### config.mk
export PLATFORM = sky130hd
export DESIGN_NAME = flag_irq_timer_pins
export DESIGN_NICKNAME = d
export VERILOG_FILES = /design/src/include/flag_irq_pkg.sv /design/src/include/irq_sync_if.sv /design/src/core/flag_irq_timer_pins.sv /design/src/core/irq_synchronizer.sv
export SDC_FILE = /design/constraint.sdc
export NUM_CORES = 1
export LEC_CHECK = 0
export ABC_AREA = 0
export BUFFER_PORTS_ARGS = -buffer_cell sky130_fd_sc_hd__buf_2
export CAP_MARGIN = 25
export CORE_MARGIN = 10
export CORE_UTILIZATION = 44
export DETAILED_ROUTE_END_ITERATION = 7
export PLACE_DENSITY = 0.83
export RECOVER_POWER = 50
export SYNTH_ARGS = -nofsm -noshare
export SYNTH_HDL_FRONTEND = slang
export SYNTH_SLANG_ARGS = --single-unit
export TNS_END_PERCENT = 30
### constraint.sdc
create_clock -name clk -period 1.6 [get_ports clk]
set_clock_uncertainty 0.15 [all_clocks]
set_input_delay 0.24 -clock clk [delete_from_list [all_inputs] [get_ports clk]]
set_output_delay 0.24 -clock clk [all_outputs]
set_load 0.005 [all_outputs]
### src/include/flag_irq_pkg.sv
// Purpose: shared constants for the flag, interrupt and timer pin block
// Assumes: one 50 MHz clock, synchronous active-high reset
// Notes: register map is a plain strobe port, one-cycle read latency
package flag_irq_pkg;
  localparam int unsigned n_flags = 4;
  localparam int unsigned n_irqs = 4;
  localparam logic [3:0] reg_flag_dir = 4'h0;
  localparam logic [3:0] reg_flag_out = 4'h1;
  localparam logic [3:0] reg_flag_in = 4'h2;
  localparam logic [3:0] reg_irq_enable = 4'h3;
  localparam logic [3:0] reg_irq_edge = 4'h4;
  localparam logic [3:0] reg_irq_arm = 4'h5;
  localparam logic [3:0] reg_strap = 4'h6;
  localparam logic [3:0] reg_irq_pending = 4'h7;
  localparam logic [3:0] rst_flag_dir = 4'h0;
  localparam logic [3:0] rst_flag_out = 4'h0;
  localparam logic [3:0] rst_irq_enable = 4'h0;
  localparam logic [3:0] rst_irq_edge = 4'h0;
  localparam int unsigned sync_stages = 2;
  localparam int unsigned strap_pos = 0;
  localparam int unsigned arm_pos = 0;
endpackage

### src/include/irq_sync_if.sv
// Purpose: carries raw and synchronised interrupt levels
// Assumes: single clock domain on the synchronised side
// Notes: raw side is asynchronous
`timescale 1ns/10ps
`default_nettype none
interface irq_sync_if #(parameter int unsigned width = 4);
  logic [width-1:0] raw_n;
  logic [width-1:0] level;
  modport sync (input raw_n, output level);
  modport user (output raw_n, input level);
endinterface
`default_nettype wire

### src/core/flag_irq_timer_pins.sv
// Purpose: flag pins, external interrupt inputs and timer expiry pin
// Assumes: interrupt pins asynchronous, active low; core strobes sync
// Notes: expiry pin is a strap input while reset is held
//
// What this block does
// RQ1: Each flag pin direction set by software
// RQ2: Flags are inputs after reset
// RQ3: Sampled flag levels go to sequencer
// RQ4: Enabled interrupt pin raises core request
// RQ5: Per-pin edge or level detection select
// RQ6: Interrupts ignored unless strap and vectors ready
// RQ7: Pulse expiry output when timer zero expires
// RQ8: Expiry pin sampled as strap during reset
// RQ9: Interrupt pins synchronised through two stages
//
// The implementer's own choices: the strobed register port and the register offsets.
`timescale 1ns/10ps
`default_nettype none
module flag_irq_timer_pins
  import flag_irq_pkg::*;
#(
  parameter int unsigned flags = n_flags,
  parameter int unsigned irqs = n_irqs
) (
  input wire logic clk,
  input wire logic sys_rst,
  input wire logic [3:0] reg_addr,
  input wire logic [31:0] reg_wdata,
  input wire logic reg_wr,
  input wire logic reg_rd,
  output logic [31:0] reg_rdata,
  input wire logic [flags-1:0] program_flag_pins_in,
  output logic [flags-1:0] program_flag_pins_out,
  output logic [flags-1:0] program_flag_pins_oe,
  output logic [flags-1:0] flag_condition,
  input wire logic [irqs-1:0] external_interrupt_request_pins,
  output logic [irqs-1:0] irq_request,
  input wire logic [irqs-1:0] irq_ack,
  input wire logic timer_zero_expiry,
  input wire logic timer_zero_expired_in,
  output logic timer_zero_expired_out,
  output logic timer_zero_expired_oe,
  output logic boot_strap
);
  logic [flags-1:0] flag_dir_ff;
  logic [flags-1:0] flag_out_ff;
  logic [flags-1:0] flag_in_ff;
  logic [irqs-1:0] irq_enable_ff;
  logic [irqs-1:0] irq_edge_ff;
  logic arm_ff;
  logic strap_ff;
  logic rst_seen_ff;
  logic [irqs-1:0] prev_level_ff;
  logic [irqs-1:0] pending_ff;
  logic [irqs-1:0] nxt_pending;
  logic [irqs-1:0] level;
  logic [irqs-1:0] active;
  logic expired_ff;
  logic [31:0] rdata_ff;
  logic wr_flag_dir;
  logic wr_flag_out;
  logic wr_irq_enable;
  logic wr_irq_edge;
  logic wr_irq_arm;

  irq_sync_if #(.width(irqs)) sync_bus ();

  assign sync_bus.raw_n = external_interrupt_request_pins;

  irq_synchronizer #(.width(irqs)) u_sync (
    .clk(clk),
    .sys_rst(sys_rst),
    .port(sync_bus)
  );

  assign level = sync_bus.level;

  function automatic logic hit(input logic [3:0] a, input logic [3:0] r);
    hit = (a == r);
  endfunction

  // One strobe decode per register keeps the update blocks apart
  assign wr_flag_dir = reg_wr & hit(reg_addr, reg_flag_dir);
  assign wr_flag_out = reg_wr & hit(reg_addr, reg_flag_out);
  assign wr_irq_enable = reg_wr & hit(reg_addr, reg_irq_enable);
  assign wr_irq_edge = reg_wr & hit(reg_addr, reg_irq_edge);
  assign wr_irq_arm = reg_wr & hit(reg_addr, reg_irq_arm);

  always_ff @(posedge clk) begin
    if (sys_rst) begin
      flag_dir_ff <= rst_flag_dir[flags-1:0]; // [RQ2]
    end else if (wr_flag_dir) begin
      flag_dir_ff <= reg_wdata[flags-1:0]; // [RQ1]
    end
  end

  always_ff @(posedge clk) begin
    if (sys_rst) begin
      flag_out_ff <= rst_flag_out[flags-1:0];
    end else if (wr_flag_out) begin
      flag_out_ff <= reg_wdata[flags-1:0];
    end
  end

  assign program_flag_pins_oe = flag_dir_ff; // [RQ1] [RQ2]
  assign program_flag_pins_out = flag_out_ff;

  // Pins are asynchronous but single-bit conditions; one register stage
  always_ff @(posedge clk) begin
    if (sys_rst) begin
      flag_in_ff <= '0;
    end else begin
      flag_in_ff <= program_flag_pins_in; // [RQ3]
    end
  end

  assign flag_condition = flag_in_ff; // [RQ3]

  // Clearing an enable bit also drops its pending request
  always_ff @(posedge clk) begin
    if (sys_rst) begin
      irq_enable_ff <= rst_irq_enable[irqs-1:0];
    end else if (wr_irq_enable) begin
      irq_enable_ff <= reg_wdata[irqs-1:0];
    end
  end

  always_ff @(posedge clk) begin
    if (sys_rst) begin
      irq_edge_ff <= rst_irq_edge[irqs-1:0];
    end else if (wr_irq_edge) begin
      irq_edge_ff <= reg_wdata[irqs-1:0]; // [RQ5]
    end
  end

  // Software sets this once its vectors are in place
  always_ff @(posedge clk) begin
    if (sys_rst) begin
      arm_ff <= 1'b0;
    end else if (wr_irq_arm) begin
      arm_ff <= reg_wdata[arm_pos]; // [RQ6]
    end
  end

  // Strap caught on the last reset cycle, never under async reset
  always_ff @(posedge clk) begin
    if (sys_rst) begin
      strap_ff <= timer_zero_expired_in; // [RQ8]
    end
  end

  // Keeps the pin released one cycle past reset
  always_ff @(posedge clk) begin
    if (sys_rst) begin
      rst_seen_ff <= 1'b1;
    end else begin
      rst_seen_ff <= 1'b0;
    end
  end

  assign boot_strap = strap_ff;

  // Strap and vectors both required before any pin counts
  assign active = irq_enable_ff & {irqs{arm_ff & strap_ff}}; // [RQ6]

  always_comb begin
    nxt_pending = pending_ff & ~irq_ack;
    for (int i = 0; i < irqs; i++) begin
      if (irq_edge_ff[i]) begin
        if (level[i] && !prev_level_ff[i]) begin
          nxt_pending[i] = 1'b1; // [RQ5]
        end
      end else begin
        nxt_pending[i] = level[i]; // [RQ5]
      end
    end
    nxt_pending = nxt_pending & active; // [RQ6]
  end

  // Idle level is low, so no false edge follows reset
  always_ff @(posedge clk) begin
    if (sys_rst) begin
      prev_level_ff <= '0;
    end else begin
      prev_level_ff <= level; // [RQ5]
    end
  end

  // Edge set wins over acknowledge in the same cycle
  always_ff @(posedge clk) begin
    if (sys_rst) begin
      pending_ff <= '0;
    end else begin
      pending_ff <= nxt_pending; // [RQ4]
    end
  end

  assign irq_request = pending_ff; // [RQ4]

  always_ff @(posedge clk) begin
    if (sys_rst) begin
      expired_ff <= 1'b0;
    end else begin
      expired_ff <= timer_zero_expiry; // [RQ7]
    end
  end

  assign timer_zero_expired_out = expired_ff;
  // Driver off while reset holds so the strap can be read
  assign timer_zero_expired_oe = ~sys_rst & ~rst_seen_ff; // [RQ8]

  always_ff @(posedge clk) begin
    if (sys_rst) begin
      rdata_ff <= '0;
    end else if (reg_rd) begin
      rdata_ff <= '0;
      case (reg_addr)
        reg_flag_dir: rdata_ff[flags-1:0] <= flag_dir_ff;
        reg_flag_out: rdata_ff[flags-1:0] <= flag_out_ff;
        reg_flag_in: rdata_ff[flags-1:0] <= flag_in_ff;
        reg_irq_enable: rdata_ff[irqs-1:0] <= irq_enable_ff;
        reg_irq_edge: rdata_ff[irqs-1:0] <= irq_edge_ff;
        reg_irq_arm: rdata_ff[arm_pos] <= arm_ff;
        reg_strap: rdata_ff[strap_pos] <= strap_ff;
        reg_irq_pending: rdata_ff[irqs-1:0] <= pending_ff;
        default: rdata_ff <= '0;
      endcase
    end else begin
      rdata_ff <= '0;
    end
  end

  assign reg_rdata = rdata_ff;
endmodule
`default_nettype wire

### src/core/irq_synchronizer.sv
// Purpose: two-stage synchroniser and polarity flip for interrupt pins
// Assumes: pins are active low and asynchronous
// Notes: first stage feeds only the second stage
`timescale 1ns/10ps
`default_nettype none
module irq_synchronizer
  import flag_irq_pkg::*;
#(
  parameter int unsigned width = n_irqs
) (
  input wire logic clk,
  input wire logic sys_rst,
  irq_sync_if.sync port
);
  logic [width-1:0] meta_ff;
  logic [width-1:0] stable_ff;

  // Reset to released level (pins pulled high)
  always_ff @(posedge clk) begin
    if (sys_rst) begin
      meta_ff <= '1;
      stable_ff <= '1;
    end else begin
      meta_ff <= port.raw_n; // [RQ9]
      stable_ff <= meta_ff; // [RQ9]
    end
  end

  assign port.level = ~stable_ff;
endmodule
`default_nettype wire

# After elaboration in Yosys (flattened, before gate mapping)
# Index checks and enable logic that the tools add are counted.
# totals
reg_bits	72
wordCells	58
# op_classes
eq_ne	7
muxes	11
n_bitwise	15
n_reduce_logical	10
# ops
operator	count
$pmux W3 S6	1
$eq A4 B3 Y1 const B	4
$and A4 B4 Y4	3
$mux W1	9
$eq A4 B2 Y1 const B	2
$not A4 Y4	2
$pmux W1 S8	1
$and A1 B1 Y1	7
$eq A4 B1 Y1 const B	1
$logic_and A1 B1 Y1	4
$logic_not A1 Y1	4
$logic_not A4 Y1	1
$not A1 Y1	3
$reduce_or A2 Y1	1

# Longest topological paths before layout
# depth
ltp_word	5
ltp_mapped	6

# Modules after synthesis
# A second synthesis with hierarchy kept.
# unflattened
cells_unflattened	215
area_unflattened_um2	1928.1
# by_module_without_submodules
module	n_inst	cells_per_inst	area_each_um2
flag_irq_timer_pins	1	195	1702.9
irq_synchronizer	1	20	225.2

# Worst setup path before layout
# OpenSTA, ideal clock, no wires.
# synth_timing
path_type	in2reg
start	input reg_addr[0]
end	register irq_enable_ff[0]
setup_ps	128
arrival_time_ps	1077
slack_ps	246
stages	5
n_path_buf	1
cell_sequence	buf_4 -> nand2_4 -> nor4b_4 -> mux2i_1 -> nor2_1
# synth_via
elab_chain_len	2
# synth_lines
item	line_no	text
start, declared	flag_irq_timer_pins.sv:27	input wire logic [3:0] reg_addr,
$eq A4 B2 Y1	flag_irq_timer_pins.sv:79	hit = (a == r);
$and A1 B1 Y1	flag_irq_timer_pins.sv:85	assign wr_irq_enable = reg_wr & hit(reg_addr, reg_irq_enable);
end signal, assigned	flag_irq_timer_pins.sv:122	irq_enable_ff <= rst_irq_enable[irqs-1:0];
end signal, assigned	flag_irq_timer_pins.sv:124	irq_enable_ff <= reg_wdata[irqs-1:0];
end, declared	flag_irq_timer_pins.sv:48	logic [irqs-1:0] irq_enable_ff;
# Every way passes these cells.
# A chain may end at the register's enable or synchronous reset.

# Worst setup path in the final report
# layout_timing
start	input sys_rst
end	register strap_ff, in the netlist boot_strap, enable pin
# layout_lines
item	line_no	text
start, declared	flag_irq_timer_pins.sv:26	input wire logic sys_rst,
end signal, assigned	flag_irq_timer_pins.sv:148	strap_ff <= timer_zero_expired_in;
end, declared	flag_irq_timer_pins.sv:51	logic strap_ff;
# No word-level cell between the ends.

==> flow_metrics.tcl <==
set metrics [dict create \
    outcome "finished, final reports clean" \
    htreeDepth 2 \
    dieArea_um2 7520 \
    rsz0062_at_grt "no" \
    hold_class "in -> reg" \
    fillers 406 \
    hold_ws_ps 6.07 \
    path_buf_inv 2 \
    final_antenna_net_count 0 \
    grt_max_degree 19 \
    grtUsageTotal 0.126 \
    r2r_cells 4 \
    die_width_um 86.7 \
    antennaDiodeCount 0 \
    drtIter0Drc 162 \
    io_pins 105 \
    vias_per_cell 4.93 \
    drc 0 \
    fin_nets 324 \
    synth-seq-cells 44 \
    numCtsBuffers 5 \
    routed_wirelength_mm 4.91 \
    regArea_um2 891 \
    wl_per_cell_um 15.2 \
    fmax_mhz 769 \
    end_kind "register" \
    die_h_um 86.7 \
    synth_fa_ha_area_frac 0 \
    io_buffer_count 48 \
    cts.sinks 44 \
    synth-xor-area-share 0.00447 \
    cts_buffer_depth 2 \
    dr_total_vias 1594 \
    routed-wl-met2_mm 2.46 \
    grt_pass1_wl_mm 7.63 \
    drt_pass1_iterations 4 \
    layout_min_cycle_time_ps 1300 \
    gr-total-overflow 0 \
    grt_pass1_vias 1579 \
    area_delta_synth_final_pct 20.7 \
    arrival_ps 1100 \
    synth_mux_area_frac 0.123 \
    setup_violations 0 \
    worstSetupPathType "in -> reg" \
    gp_congestion 0.930 \
    insertion_delay_ps 300 \
    start_util 0.453 \
    cpPeakStageDelay_ps 440 \
    p_leak_nw 1.20 \
    final_cell_mix "dfxtp_1, buf_2, nor2_1, conb_1, mux2i_1" \
    wl_met3_um 456 \
    synth.avg_cell_area_um2 9.51 \
    required_ps 1390 \
    slew_violations 0 \
    ys_types 32 \
    total_power_mw 2.18 \
    yosys_warnings 0 \
    clock-root-buffer "clkbuf_8" \
    highest_layer "met4" \
    multi_input_area_um2 900 \
    crit_path_start_kind "primary input" \
    layout-drive-gt1-share 0.258 \
    worstMarginPinSlew_ps 549 \
    synth_cells 206 \
    cts_resized 0 \
    ys_seq_area_frac 0.455 \
    cts_tree "built" \
    ir_drop_uv 617 \
    crit_top_cell "clkbuf_1" \
    clk_pin_slew_ps 80 \
    fin_tns_setup_ps 0 \
    hpwl_mm 3.67 \
    path_delay_family "buffers and inverters" \
    crit_fanout 13 \
    wl_met1_mm 1.90 \
    final.period_utilization 0.813 \
    hold_depth 2 \
    antenna_found_initial 0 \
    rows 24 \
    path_depth 2 \
    path_cells "clkbuf_1 > clkbuf_1" \
    cts_hold_buf 7 \
    synth_top_family_by_area "simple AND/OR/NAND/NOR gates" \
    worst_path_max_delay_cell "clkbuf_1" \
    maxCapViolCount 0 \
    powerDensity_nw_per_um2 922 \
    synth.cell_area_um2 1960 \
    hold_viol 0 \
    slew_headroom 0.634 \
    synth_compound_area_frac 0.0728 \
    coreArea_um2 4320 \
    final_common_cell "dfxtp_1" \
    synthSimpleGateAreaFrac 0.205 \
    post_cts_buffers 0 \
]
-- cell type report --
cell class | instances | share of cell area
clock buffers | 6 | 0.0307
clock inverters | 2 | 0.0148
multi-input cells | 150 | 0.380
flip-flops and latches | 44 | 0.377
well taps | 52 | 0.0275
repair buffers | 69 | 0.170
-- state kept, by name, summed over array words and instances, names as in the netlist, 4 cells and up --
signal	cells
program_flag_pins_oe	4
reg_rdata	4
program_flag_pins_out	4
irq_enable_ff	4
flag_condition	4
prev_level_ff	4
u_sync.meta_ff	4
u_sync.stable_ff	4
irq_request	4
irq_edge_ff	4
-- path summary, 6_finish.rpt --
kind	from	endpoint	slack [ps]
max	sys_rst	boot_strap$_DFFE_PP_	300
min	timer_zero_expiry	timer_zero_expired_out$_SDFF_PP0_	6
max reg2reg	irq_enable_ff[0]$_SDFFE_PP0P_	reg_rdata[0]$_SDFF_PP0_	410
min reg2reg	u_sync.stable_ff[0]$_SDFF_PP1_	prev_level_ff[0]$_SDFF_PP0_	260
-- logic make-up after synthesis --
logic type                Yosys count
DFF                                44
xor gates and xnor gates            1
AOI/OAI and AO/OA                  20
and+or+nand+nor                    77
buffers and inverters              39
other                               1
muxes                              24
-- routing by layer --
layer | vias to the layer above | GRT usage
li1 | 767 | -
met1 | 746 | 0.133
met4 | 0 | 0.0427
met3 | 10 | 0.0488
met5 | - | 0
met2 | 71 | 0.222
-- where the power goes --
group	total [mW]	internal, mW	switching (mW)
logic	0.207	0.0921	0.115
clock network	0.834	0.463	0.371
registers	1.14	1.13	0.0135
total	2.18	1.68	0.499
-- cells in the mapped netlist --
| cell type | number | area (um2) |
|---|---|---|
| nor2b_1 | 7 | 43.8 |
| and3b_1 | 1 | 8.76 |
| a21oi_1 | 6 | 30.0 |
| a31oi_1 | 2 | 12.5 |
| conb_1 | 1 | 3.75 |
| nor4_1 | 3 | 18.8 |
| buf_4 | 32 | 240 |
| buf_1 | 2 | 7.51 |
| nor3b_1 | 1 | 7.51 |
| nor3_1 | 4 | 20.0 |
| nand4b_1 | 2 | 17.5 |
| edfxtp_1 | 1 | 30.0 |
| clkbuf_1 | 2 | 7.51 |
| nor4b_4 | 1 | 23.8 |
| a211oi_1 | 1 | 7.51 |
| nand3b_1 | 2 | 15.0 |
| nand2_4 | 1 | 11.3 |
| o21ai_0 | 2 | 10.0 |
| xor2_1 | 1 | 8.76 |
| dfxtp_1 | 43 | 861 |
| nand3_1 | 5 | 25.0 |
| nand2_1 | 9 | 33.8 |
| o31a_1 | 3 | 26.3 |
| or2_2 | 8 | 50.1 |
| and3_1 | 1 | 6.26 |
| buf_2 | 3 | 15.0 |
| nor2_1 | 32 | 120 |
| a22o_1 | 1 | 8.76 |
| mux2i_1 | 23 | 230 |
| o211a_1 | 4 | 40.0 |
| a21boi_0 | 1 | 7.51 |
| mux2_2 | 1 | 11.3 |
-- through the flow --
| stage | instance area, um2 | instances | util | worst slack, ps |
|---|---|---|---|---|
| after floorplan | 2060 | 233 | - | 246 |
| after global placement | 2190 | 307 | 0.507 | 124 |
| after detailed placement | 2190 | 307 | 0.507 | 98.5 |
| after CTS | 2370 | 322 | 0.548 | 318 |
| after global routing | 2360 | 323 | 0.547 | 215 |
| final | 2360 | 323 | 0.547 | 299 |
Power figures use the tool's default switching activity.
